--- src/shared/epp_pkg.sv ---
package epp_pkg;
    // clock and watchdog timing
    localparam int unsigned CLK_MHZ     = 100;
    localparam int unsigned TMO_NS      = 10000;
    localparam int unsigned TMO_CYCLES  = TMO_NS * CLK_MHZ / 1000;
    // register byte offsets
    localparam logic [7:0] REG_DATA   = 8'h00;
    localparam logic [7:0] REG_STAT   = 8'h04;
    localparam logic [7:0] REG_CTRL   = 8'h08;
    localparam logic [7:0] REG_EADDR  = 8'h0C;
    localparam logic [7:0] REG_EDATA0 = 8'h10;
    localparam logic [7:0] REG_EDATA3 = 8'h1C;
    localparam logic [7:0] REG_MODE   = 8'h20;
    // control register fields
    localparam int unsigned CTL_STB   = 0;
    localparam int unsigned CTL_AFD   = 1;
    localparam int unsigned CTL_INIT  = 2;
    localparam int unsigned CTL_SLIN  = 3;
    localparam int unsigned CTL_IRQE  = 4;
    localparam int unsigned CTL_DIR   = 5;
    localparam logic [5:0]  CTRL_RST  = 6'h00;
    // status register fields
    localparam int unsigned ST_TMO    = 0;
    localparam int unsigned ST_HOLD   = 1;
    localparam int unsigned ST_IRQ    = 2;
    localparam int unsigned ST_BUSY   = 3;

    typedef enum logic [1:0] {
        MODE_SPP   = 2'h0,
        MODE_EPP19 = 2'h1,
        MODE_EPP17 = 2'h2
    } epp_mode_t;

    // gray along idle, arm, setup, strobe, end
    typedef enum logic [2:0] {
        S_IDLE = 3'h0,
        S_ARM  = 3'h1,
        S_SET  = 3'h3,
        S_STB  = 3'h2,
        S_END  = 3'h6
    } epp_state_t;

    typedef struct packed {
        logic        psel;
        logic        penable;
        logic        pwrite;
        logic [7:0]  paddr;
        logic [31:0] pwdata;
    } epp_apb_req_t;

    typedef struct packed {
        logic [31:0] prdata;
        logic        pready;
        logic        pslverr;
    } epp_apb_rsp_t;

    typedef struct packed {
        logic active;
        logic write;
        logic data_sel;
        logic addr_sel;
        logic hold;
    } epp_cyc_t;

    typedef struct packed {
        logic [7:0] port_out;
        logic       port_oe;
        logic       port_dir_out;
        logic       write_dir_n;
        logic       data_select_n;
        logic       addr_select_n;
        logic       reset_n;
        logic       irq;
    } epp_pins_t;
endpackage : epp_pkg

--- src/rtl/epp_cycle_engine.sv ---
`timescale 1ns/1ns
module epp_cycle_engine (
    input  wire logic                  i_core_clk,
    input  wire logic                  i_rst,
    input  wire epp_pkg::epp_apb_req_t i_apb,
    input  wire logic [7:0]            i_port_in,
    input  wire logic                  i_periph_hold_n,
    input  wire logic                  i_periph_irq_in,
    output epp_pkg::epp_apb_rsp_t      o_apb,
    output epp_pkg::epp_pins_t         o_pins
);
    import epp_pkg::*;

    // all engine state
    typedef struct packed {
        epp_state_t   st;
        epp_mode_t    mode;
        epp_mode_t    cyc_mode;
        logic [5:0]   ctrl;
        logic [7:0]   port_byte;
        logic         tmo;
        logic         write;
        logic         addr;
        epp_apb_rsp_t rsp;
        epp_cyc_t     cyc;
    } epp_core_t;

    epp_core_t s;
    epp_core_t next_s;
    logic      acc;
    logic      is_eaddr;
    logic      is_epp;
    logic      wd_expired;
    logic [7:0] stat;

    // address decode of the epp address and data registers
    assign is_eaddr = (i_apb.paddr == REG_EADDR);
    assign is_epp   = is_eaddr ||
                      ((i_apb.paddr >= REG_EDATA0) &&
                       (i_apb.paddr <= REG_EDATA3) &&
                       (i_apb.paddr[1:0] == 2'b00));

    // status word as software sees it
    always_comb begin
        stat          = 8'h00;
        stat[ST_TMO]  = s.tmo;
        stat[ST_HOLD] = i_periph_hold_n;
        stat[ST_IRQ]  = i_periph_irq_in;
        stat[ST_BUSY] = (s.st != S_IDLE);
    end

    // watchdog runs from request start to cycle end
    epp_watchdog #(
        .CYCLES (TMO_CYCLES)
    ) u_wd (
        .i_core_clk (i_core_clk),
        .i_rst      (i_rst),
        .i_run      (s.st != S_IDLE),
        .o_expired  (wd_expired)
    );

    // next state of the cycle engine and register file
    always_comb begin
        next_s             = s;
        acc                = i_apb.psel && i_apb.penable && !s.rsp.pready;
        next_s.rsp.pready  = 1'b0;
        next_s.rsp.pslverr = 1'b0;
        case (s.st)
            S_IDLE: begin
                if (acc && is_epp && (s.mode != MODE_SPP)) begin
                    // host access to an epp port opens a cycle
                    next_s.cyc_mode = s.mode;
                    next_s.addr     = is_eaddr;
                    if (s.mode == MODE_EPP19) begin
                        // direction bit turns writes into reads
                        next_s.write = i_apb.pwrite && !s.ctrl[CTL_DIR];
                        next_s.st    = S_ARM;
                    end else begin
                        next_s.write = i_apb.pwrite;
                        next_s.st    = S_SET;
                    end
                    if (i_apb.pwrite) begin
                        next_s.port_byte = i_apb.pwdata[7:0];
                    end
                end else if (acc) begin
                    // plain register access, answered next cycle
                    next_s.rsp.pready = 1'b1;
                    next_s.rsp.prdata = 32'h0000_0000;
                    case (i_apb.paddr)
                        REG_DATA: begin
                            if (i_apb.pwrite) begin
                                next_s.port_byte = i_apb.pwdata[7:0];
                            end else if (s.ctrl[CTL_DIR] &&
                                         s.mode != MODE_SPP) begin
                                next_s.rsp.prdata[7:0] = i_port_in;
                            end else begin
                                next_s.rsp.prdata[7:0] = s.port_byte;
                            end
                        end
                        REG_STAT: begin
                            if (i_apb.pwrite && i_apb.pwdata[ST_TMO]) begin
                                next_s.tmo = 1'b0;
                            end
                            next_s.rsp.prdata[7:0] = stat;
                        end
                        REG_CTRL: begin
                            if (i_apb.pwrite) begin
                                next_s.ctrl = i_apb.pwdata[5:0];
                            end
                            next_s.rsp.prdata[5:0] = s.ctrl;
                        end
                        REG_MODE: begin
                            if (i_apb.pwrite) begin
                                case (i_apb.pwdata[1:0])
                                    2'h1:    next_s.mode = MODE_EPP19;
                                    2'h2:    next_s.mode = MODE_EPP17;
                                    default: next_s.mode = MODE_SPP;
                                endcase
                            end
                            next_s.rsp.prdata[1:0] = s.mode;
                        end
                        default: begin
                            // unmapped, or epp port while in spp mode
                            next_s.rsp.pslverr = 1'b1;
                        end
                    endcase
                end
            end
            S_ARM: begin
                // pins stay put until the peripheral shows ready
                if (!i_periph_hold_n) begin
                    next_s.st = S_SET;
                end
            end
            S_SET: begin
                // bus turned and direction valid before strobe
                next_s.st = S_STB;
            end
            S_STB: begin
                if (s.cyc_mode == MODE_EPP19) begin
                    // finish only once hold has gone high
                    if (i_periph_hold_n) begin
                        next_s.rsp.prdata = {24'h00_0000, i_port_in};
                        next_s.st         = S_END;
                    end
                end else if (s.rsp.pready) begin
                    // host ends its access at this edge
                    next_s.st = S_END;
                end else if (i_periph_hold_n) begin
                    // release the host once hold is high
                    next_s.rsp.pready = 1'b1;
                    if (!s.write) begin
                        next_s.rsp.prdata = {24'h00_0000, i_port_in};
                    end
                end
            end
            S_END: begin
                // strobe is already off; 1.9 answers now
                if (s.cyc_mode == MODE_EPP19) begin
                    next_s.rsp.pready = 1'b1;
                end
                next_s.st = S_IDLE;
            end
            default: begin
                next_s.st = S_IDLE;
            end
        endcase

        // time-out aborts and answers with an error, set wins over clear
        if (wd_expired) begin
            next_s.st          = S_IDLE;
            next_s.rsp.pready  = 1'b1;
            next_s.rsp.pslverr = 1'b1;
            next_s.tmo         = 1'b1;
        end

        // cycle view handed to the pin driver
        next_s.cyc.active   = (next_s.st != S_IDLE);
        next_s.cyc.write    = next_s.write;
        next_s.cyc.hold     = (next_s.st == S_ARM);
        next_s.cyc.data_sel = (next_s.st == S_STB) && !next_s.addr;
        next_s.cyc.addr_sel = (next_s.st == S_STB) && next_s.addr;
    end

    always_ff @(posedge i_core_clk) begin
        if (i_rst) begin
            s      <= '0;
            s.ctrl <= CTRL_RST;
        end else begin
            s <= next_s;
        end
    end

    // registered pin driver sees the cycle aligned with the state
    epp_pin_drv u_pins (
        .i_core_clk (i_core_clk),
        .i_rst      (i_rst),
        .i_mode     (s.mode),
        .i_ctrl     (next_s.ctrl),
        .i_cyc      (next_s.cyc),
        .i_byte     (next_s.port_byte),
        .i_irq      (i_periph_irq_in),
        .o_pins     (o_pins)
    );

    assign o_apb = s.rsp;
endmodule : epp_cycle_engine

--- src/rtl/epp_pin_drv.sv ---
`timescale 1ns/1ns
module epp_pin_drv (
    input  wire logic                i_core_clk,
    input  wire logic                i_rst,
    input  wire epp_pkg::epp_mode_t  i_mode,
    input  wire logic [5:0]          i_ctrl,
    input  wire epp_pkg::epp_cyc_t   i_cyc,
    input  wire logic [7:0]          i_byte,
    input  wire logic                i_irq,
    output epp_pkg::epp_pins_t       o_pins
);
    import epp_pkg::*;

    epp_pins_t s;
    epp_pins_t next_s;
    logic      wr;

    // pin levels for idle port and for running cycles
    always_comb begin
        next_s          = s;
        wr              = 1'b0;
        next_s.port_out = i_byte;
        next_s.reset_n  = i_ctrl[CTL_INIT];
        next_s.irq      = i_irq;
        if (!i_cyc.active) begin
            // idle port follows the control register
            next_s.data_select_n = ~i_ctrl[CTL_AFD];
            next_s.addr_select_n = ~i_ctrl[CTL_SLIN];
            next_s.port_oe = (i_mode == MODE_SPP) || !i_ctrl[CTL_DIR];
            if (i_mode == MODE_EPP17) begin
                next_s.write_dir_n = i_ctrl[CTL_DIR] && !i_ctrl[CTL_STB];
            end else begin
                next_s.write_dir_n = ~i_ctrl[CTL_STB];
            end
        end else if (!i_cyc.hold) begin
            next_s.data_select_n = ~i_cyc.data_sel;
            next_s.addr_select_n = ~i_cyc.addr_sel;
            if (i_mode == MODE_EPP17) begin
                wr = !i_ctrl[CTL_DIR] || i_ctrl[CTL_STB];
            end else begin
                wr = i_cyc.write || i_ctrl[CTL_STB];
            end
            next_s.write_dir_n = !wr;
            next_s.port_oe     = wr;
        end
        next_s.port_dir_out = !next_s.port_oe;
    end

    always_ff @(posedge i_core_clk) begin
        if (i_rst) begin
            s <= '{port_out: 8'h00, port_oe: 1'b1, port_dir_out: 1'b0,
                   write_dir_n: 1'b1, data_select_n: 1'b1,
                   addr_select_n: 1'b1, reset_n: 1'b0, irq: 1'b0};
        end else begin
            s <= next_s;
        end
    end

    assign o_pins = s;
endmodule : epp_pin_drv

--- src/rtl/epp_watchdog.sv ---
`timescale 1ns/1ns
module epp_watchdog #(
    parameter int unsigned CYCLES = epp_pkg::TMO_CYCLES
) (
    input  wire logic i_core_clk,
    input  wire logic i_rst,
    input  wire logic i_run,
    output logic      o_expired
);
    import epp_pkg::*;
    localparam int unsigned CW = $clog2(CYCLES + 1);

    typedef struct packed {
        logic [CW-1:0] cnt;
        logic          exp;
    } epp_wd_t;

    epp_wd_t s;
    epp_wd_t next_s;

    // count while a cycle runs, pulse once at the limit
    always_comb begin
        next_s     = s;
        next_s.exp = i_run && (s.cnt == CW'(CYCLES - 1));
        next_s.cnt = i_run ? s.cnt + CW'(1) : '0;
    end

    always_ff @(posedge i_core_clk) begin
        if (i_rst) begin
            s <= '0;
        end else begin
            s <= next_s;
        end
    end

    assign o_expired = s.exp;
endmodule : epp_watchdog

--- config.mk ---
export PLATFORM = sky130hd
export DESIGN_NAME = epp_cycle_engine
export DESIGN_NICKNAME = d
export VERILOG_FILES = /design/src/shared/epp_pkg.sv /design/src/rtl/epp_cycle_engine.sv /design/src/rtl/epp_pin_drv.sv /design/src/rtl/epp_watchdog.sv
export SDC_FILE = /design/constraint.sdc
export NUM_CORES = 1
export LEC_CHECK = 0
export BUFFER_PORTS_ARGS = -buffer_cell sky130_fd_sc_hd__buf_2
export CORE_ASPECT_RATIO = 1.4
export CORE_MARGIN = 2
export CORE_UTILIZATION = 50
export CTS_CLUSTER_DIAMETER = 80
export DETAILED_ROUTE_END_ITERATION = 8
export PLACE_DENSITY = 0.84
export SKIP_LAST_GASP = 1
export SLEW_MARGIN = 20
export SYNTH_ARGS = -nofsm -noshare
export SYNTH_HDL_FRONTEND = slang
export SYNTH_SLANG_ARGS = --single-unit
export TNS_END_PERCENT = 30
--- constraint.sdc ---
create_clock -name i_core_clk -period 2.5 [get_ports i_core_clk]
set_input_delay 0.125 -clock i_core_clk [delete_from_list [all_inputs] [get_ports i_core_clk]]
set_output_delay 0.125 -clock i_core_clk [all_outputs]
set_load 0.005 [all_outputs]
Word level (Yosys, flattened, before mapping)
Cells that the tools add are included.
Widths: inputs -> output; s select.
Cells by class
  add/subtract/negate cells: 1
  magnitude comparators: 2
  equal/unequal tests: 24
  mux-type cells: 50
  bitwise operators: 7
  reductions and logical operators: 46
Operators with widths (number)
  $mux 32: 3
  $mux 34: 2
  $mux 33: 2
  $pmux 32 s2: 1
  $mux 8: 5
  $mux 3: 8
  $mux 6: 3
  $mux 17: 1
  $eq 8x4->1 const B: 2
  $reduce_bool 2->1: 8
  $mux 1: 15
  $mux 15: 1
  $reduce_and 5->1: 3
  $logic_and 1x1->1: 13
  $ne 3x3->1 const B: 4
  $pmux 3 s4: 1
  $pmux 4 s3: 1
  $add 10x1->10 const B: 1
  $eq 10x10->1 const B: 1
  $eq 3x2->1 const B: 3
  $eq 8x3->1 const B: 1
  $eq 8x6->1 const B: 1
  $ge 8x5->1 const B: 1
  $le 8x5->1 const B: 1
  22 further kinds: 48
Storage, ports and cells
  flip-flop bits (word level): 76
  input port bits: 55
  output and inout bits: 49
  word-level logic and storage cells: 151

Depth between registers and ports, before layout
  depth in word-level cells: 16
  mapped depth: 8
  depth with buffers taken out: 6

By module
A second synthesis with hierarchy kept.
Unflattened totals
  cells, all modules: 341
  area, all modules: 3180.6 um2
Modules (own cells, without submodules)
  epp_cycle_engine: instances 1, cells each 245, area each 2223.4 um2
  epp_pin_drv: instances 1, cells each 47, area each 501.7 um2
  epp_watchdog: instances 1, cells each 49, area each 455.4 um2

Worst setup path before layout
OpenSTA, ideal clock, no wires.
  path type: register to register
  start point: register s[62] (netlist name)
  end point: register u_pins.s (netlist bit u_pins.o_pins[3])
  setup time: 0.122 ns
  arrival time: 2.012 ns
  setup slack: 0.366 ns
  stages on the path, launching flop included: 6
  path buffers: 0
  clock period less this slack: 2.134 ns
  cells stage by stage: dfxtp_1 -> or3_4 -> nor4_4 -> mux2i_1 -> a21o_1 -> a221o_1
Between the ends
  word-level cells in the longest chain between the ends: 9
  elaborated cells on any way between the ends: 22
Ends and longest elaborated chain
  from (decl): line epp_cycle_engine.sv:28  | epp_core_t s;
  from (signal assigned): line epp_cycle_engine.sv:190  | s <= next_s;
  $mux 3, on equally long branches: line epp_cycle_engine.sv:146, epp_cycle_engine.sv:142
  $mux 3: line epp_cycle_engine.sv:140  | if (s.cyc_mode == MODE_EPP19) begin
  $pmux 3 s4: line epp_cycle_engine.sv:68  | case (s.st)
  $mux 3: line epp_cycle_engine.sv:170  | if (wd_expired) begin
  $eq 3x2->1: line epp_cycle_engine.sv:181  | next_s.cyc.data_sel = (next_s.st == S_STB) && !next_s.addr;
  $logic_and 1x1->1: line epp_cycle_engine.sv:181
  $not 1->1: line epp_pin_drv.sv:36  | next_s.data_select_n = ~i_cyc.data_sel;
  $mux 3: line epp_pin_drv.sv:35  | end else if (!i_cyc.hold) begin
  $mux 3: line epp_pin_drv.sv:25  | if (!i_cyc.active) begin
  to (signal assigned): line epp_pin_drv.sv:51  | s <= '{port_out: 8'h00, port_oe: 1'b1, port_dir_out: 1'b0,
  to (signal assigned): line epp_pin_drv.sv:55  | s <= next_s;
  to (decl): line epp_pin_drv.sv:14  | epp_pins_t s;
Several ways; a longest one is shown, not always the timed one. The select of a mux whose other input is x is not followed.
A chain may end at the register's enable or synchronous reset.

Final worst setup path
  start point: register s[59] (netlist name)
  end point: register u_pins.s (netlist bit u_pins.o_pins[3])
Between the ends
  word-level cells in the longest chain between the ends: 10
  elaborated cells on any way between the ends: 20
Ends and longest elaborated chain
  $eq 2x1->1 / $reduce_bool 2->1 (equally long branches): line epp_cycle_engine.sv:74, epp_cycle_engine.sv:70
  $mux 2 / $logic_and 1x1->1 (equally long branches): line epp_cycle_engine.sv:74, epp_cycle_engine.sv:70
  $mux 3: line epp_cycle_engine.sv:70  | if (acc && is_epp && (s.mode != MODE_SPP)) begin
  $pmux 3 s4: line epp_cycle_engine.sv:68
  $mux 3: line epp_cycle_engine.sv:170
  $eq 3x2->1: line epp_cycle_engine.sv:181
  $logic_and 1x1->1: line epp_cycle_engine.sv:181
  $not 1->1: line epp_pin_drv.sv:36
  $mux 3: line epp_pin_drv.sv:35
  $mux 3: line epp_pin_drv.sv:25
Several ways; a longest one is shown, not always the timed one. The select of a mux whose other input is x is not followed.

==> impl_metrics.py <==
metrics = {
    "run_status": {
        "status": "finished, final reports clean",
    },
    "synth": {
        "synth_warnings": 0,
        "netlist_area_um2": 2820,
        "yosysUniqueCellTypes": 54,
        "synth-edff-count": 0,
        "async_reset_ff_share_pct": 0,
        "ys.flop_type": "dfxtp_1",
        "ys_ff_latch": 51,
        "syn_area_per_cell_um2": 8.59,
        "synthCells": 328,
        "yosysSeqAreaShare_pct": 36.3,
    },
    "routing": {
        "wl_met3_um": 348,
        "wl_um": 6300,
        "dr.pass1.iters": 4,
        "wl_per_cell_um": 14.2,
        "via_count": 2437,
        "drc_errors": 0,
        "viasPerCell": 5.51,
        "drt-met1-wl_um": 2410,
        "drtAntennaViolNets": 0,
        "wl_met2_um": 3310,
        "initialDrtViolationCount": 129,
        "highest_layer": "met4",
    },
    "floorplanning": {
        "start_util_pct": 51.3,
        "dieHeight_um": 92.8,
        "core_um2": 5490,
        "rows": 32,
        "die-area_um2": 6260,
        "ios": 104,
        "die_w_um": 67.4,
    },
    "final_layout": {
        "drive_gt1_share_pct": 22.7,
        "final_cell_mix": "55 x nor2_1, 55 x buf_2, 51 x dfxtp_1",
        "area_delta_synth_final_pct": 10.4,
        "post_layout_nonfiller_instances": 442,
        "n_antenna_cell": 0,
        "nets": 429,
    },
    "placement": {
        "dp_hpwl_um": 4880,
        "globalplace.congestion": 0.942,
        "port_buffers": 55,
        "dp.cells": 434,
    },
    "clock_tree": {
        "cts_resized": 0,
        "clk_path_buf_depth": 2,
        "cts_root_buf": "clkbuf_8",
        "h-tree-depth": 2,
        "clkTransAtPathRegs_ns": 0.11,
        "post-cts-setup-buffers": 0,
        "cts.sink_count": 51,
        "hold_buffers": 0,
        "cts-buffers-inserted": 5,
        "clock_latency_ns": 0.32,
        "cts_tree": "yes",
    },
    "setup_path": {
        "cpPeakStageDelay_ns": 0.47,
        "cp.arrival_ns": 2.45,
        "worst_setup_path_start_kind": "flip-flop",
        "crit_chain": "or2_0 -> and4_1 -> a21oi_1 -> or3_1 -> a21o_1 -> a221o_1",
        "cp_max_fo": 7,
        "r2r-start": "s[59]",
        "startpoint": "s[59]",
        "crit_type": "reg2reg",
        "critPathCaptureType": "flip-flop",
        "reg2regPathDepth": 6,
        "cp_num_buf_inv": 0,
        "cp_top_family": "simple AND/OR/NAND/NOR gates",
        "slowest_stage": "dfxtp_1",
        "worstPathRequired_ns": 2.70,
        "critical_path_depth": 6,
    },
    "sta": {
        "setup_violations": 0,
        "rsz0062_at_grt": "no",
        "slew_viol_final": 0,
        "hold_viol": 0,
        "fmaxAchievable_mhz": 445,
        "period_share_pct": 90.0,
        "tns_ns": 0,
        "min_period_ns": 2.25,
        "skew_ns": 0.0195,
    },
    "worst_hold_path": {
        "hp-start": "i_apb[6]",
        "min_path_type": "in2reg",
        "whs_path_depth": 3,
    },
    "global_routing": {
        "grt_usage_pct": 20.5,
        "antenna_found_initial": 0,
        "grt_pass1_vias": 2302,
        "grt_start_max_net_pins": 23,
        "grt_pass1_wl_um": 9910,
        "grt_overflow_total": 0,
    },
    "pwr": {
        "power.density_nw_per_um2": 505,
        "ir_drop_uv": 308,
        "p_leak_uw": 0.00140,
        "p_total_uw": 1570,
    },
    "job": {
        "maxCapViolCount": 0,
    },
}
[report_power, final]
group,switching [uW],leakage (uW),internal [uW],total [uW]
combinational,73.9,0.000924,48.9,123
sequential,4.35,0.000413,822,826
clock,293,0.0000618,330,623
[per-stage QoR]
| stage | hold slack, ns | area (um2) | util [%] | worst slack (ns) |
|---|---|---|---|---|
| 2_1_floorplan | 0.253 | 2900 | - | 0.366 |
| 3_3_place_gp | 0.354 | 2990 | 54.5 | 0.361 |
| 3_5_place_dp | 0.364 | 2990 | 54.5 | 0.316 |
| 4_1_cts | 0.0280 | 3110 | 56.7 | 0.287 |
| 5_1_grt | 0.0337 | 3110 | 56.7 | 0.156 |
| 6_report | 0.0248 | 3110 | 56.7 | 0.250 |
[per-layer routing]
layer	vias up	global-route usage, %
met5	-	0
met4	0	11.7
met3	23	4.25
met2	92	37.6
met1	1133	20.4
li1	1189	-
[registers in the layout, indices dropped and copies added, names as in the netlist]
signal,count
u_wd.s,10
s,16
u_pins.o_pins,14
o_apb,10
u_wd.o_expired,1
[cell usage after synthesis, drive strengths merged, types with 2 or more instances]
| cell | n | area, um2 |
|---|---|---|
| and4 | 2 | 17.5 |
| o211ai | 2 | 20.0 |
| inv | 3 | 11.3 |
| a22oi | 4 | 30.0 |
| nand3 | 6 | 30.0 |
| and3 | 6 | 37.5 |
| o21bai | 3 | 22.5 |
| xnor2 | 4 | 35.0 |
| nor2b | 6 | 37.5 |
| a31oi | 4 | 25.0 |
| a211oi | 2 | 15.0 |
| or3 | 4 | 30.0 |
| nand4 | 4 | 25.0 |
| nor2 | 55 | 206 |
| o21ai | 8 | 40.0 |
| buf | 44 | 328 |
| a221oi | 6 | 52.6 |
| nand3b | 3 | 22.5 |
| or2 | 2 | 12.5 |
| dfxtp | 51 | 1020 |
| nor3b | 3 | 22.5 |
| o41ai | 2 | 25.0 |
| xor2 | 2 | 17.5 |
| clkbuf | 6 | 22.5 |
| a21oi | 12 | 60.1 |
| nand2 | 12 | 45.0 |
| nand2b | 6 | 37.5 |
| mux2i | 27 | 270 |
| nand4b | 2 | 17.5 |
| a21o | 3 | 23.8 |
| nor3 | 15 | 80.1 |
| o22ai | 3 | 18.8 |
| o2bb2ai | 2 | 17.5 |
[logic make-up (layout without fill, tap and decap cells)]
group,after synthesis,after routing,share of synthesized area [%]
simple gates,134,134,25.2
xor+xnor,6,6,1.87
other cells,1,24,0.133
buf+inv,53,76,12.8
flops,51,51,36.3
compound gates,55,55,13.7
fa+ha+maj,1,1,0.444
mux,27,27,9.60
[tightest hold or removal path, cell delays in order]
cell and delay (ns):
buf_2 0.07, mux2i_1 0.05, nor2_1 0.07
[path summary, 6_finish.rpt]
| kind | endpoint | slack (ns) |
|---|---|---|
| max | u_pins.o_pins[3] | 0.25 |
| min | u_pins.o_pins[13] | 0.02 |
| max reg2reg | u_pins.o_pins[3] | 0.25 |
| min reg2reg | u_wd.s[1] | 0.44 |
[cell type report]
| type | count | area, um2 |
|---|---|---|
| clock buffers | 6 | 82.6 |
| clock inverters | 2 | 38.8 |
| fillers | 502 | 2380 |
| inverters | 3 | 11.3 |
| multi-input cells | 247 | 1520 |
| flip-flops and latches | 51 | 1020 |
| well taps | 68 | 85.1 |
| repair buffers | 65 | 350 |
(Power assumes the default switching activity.)
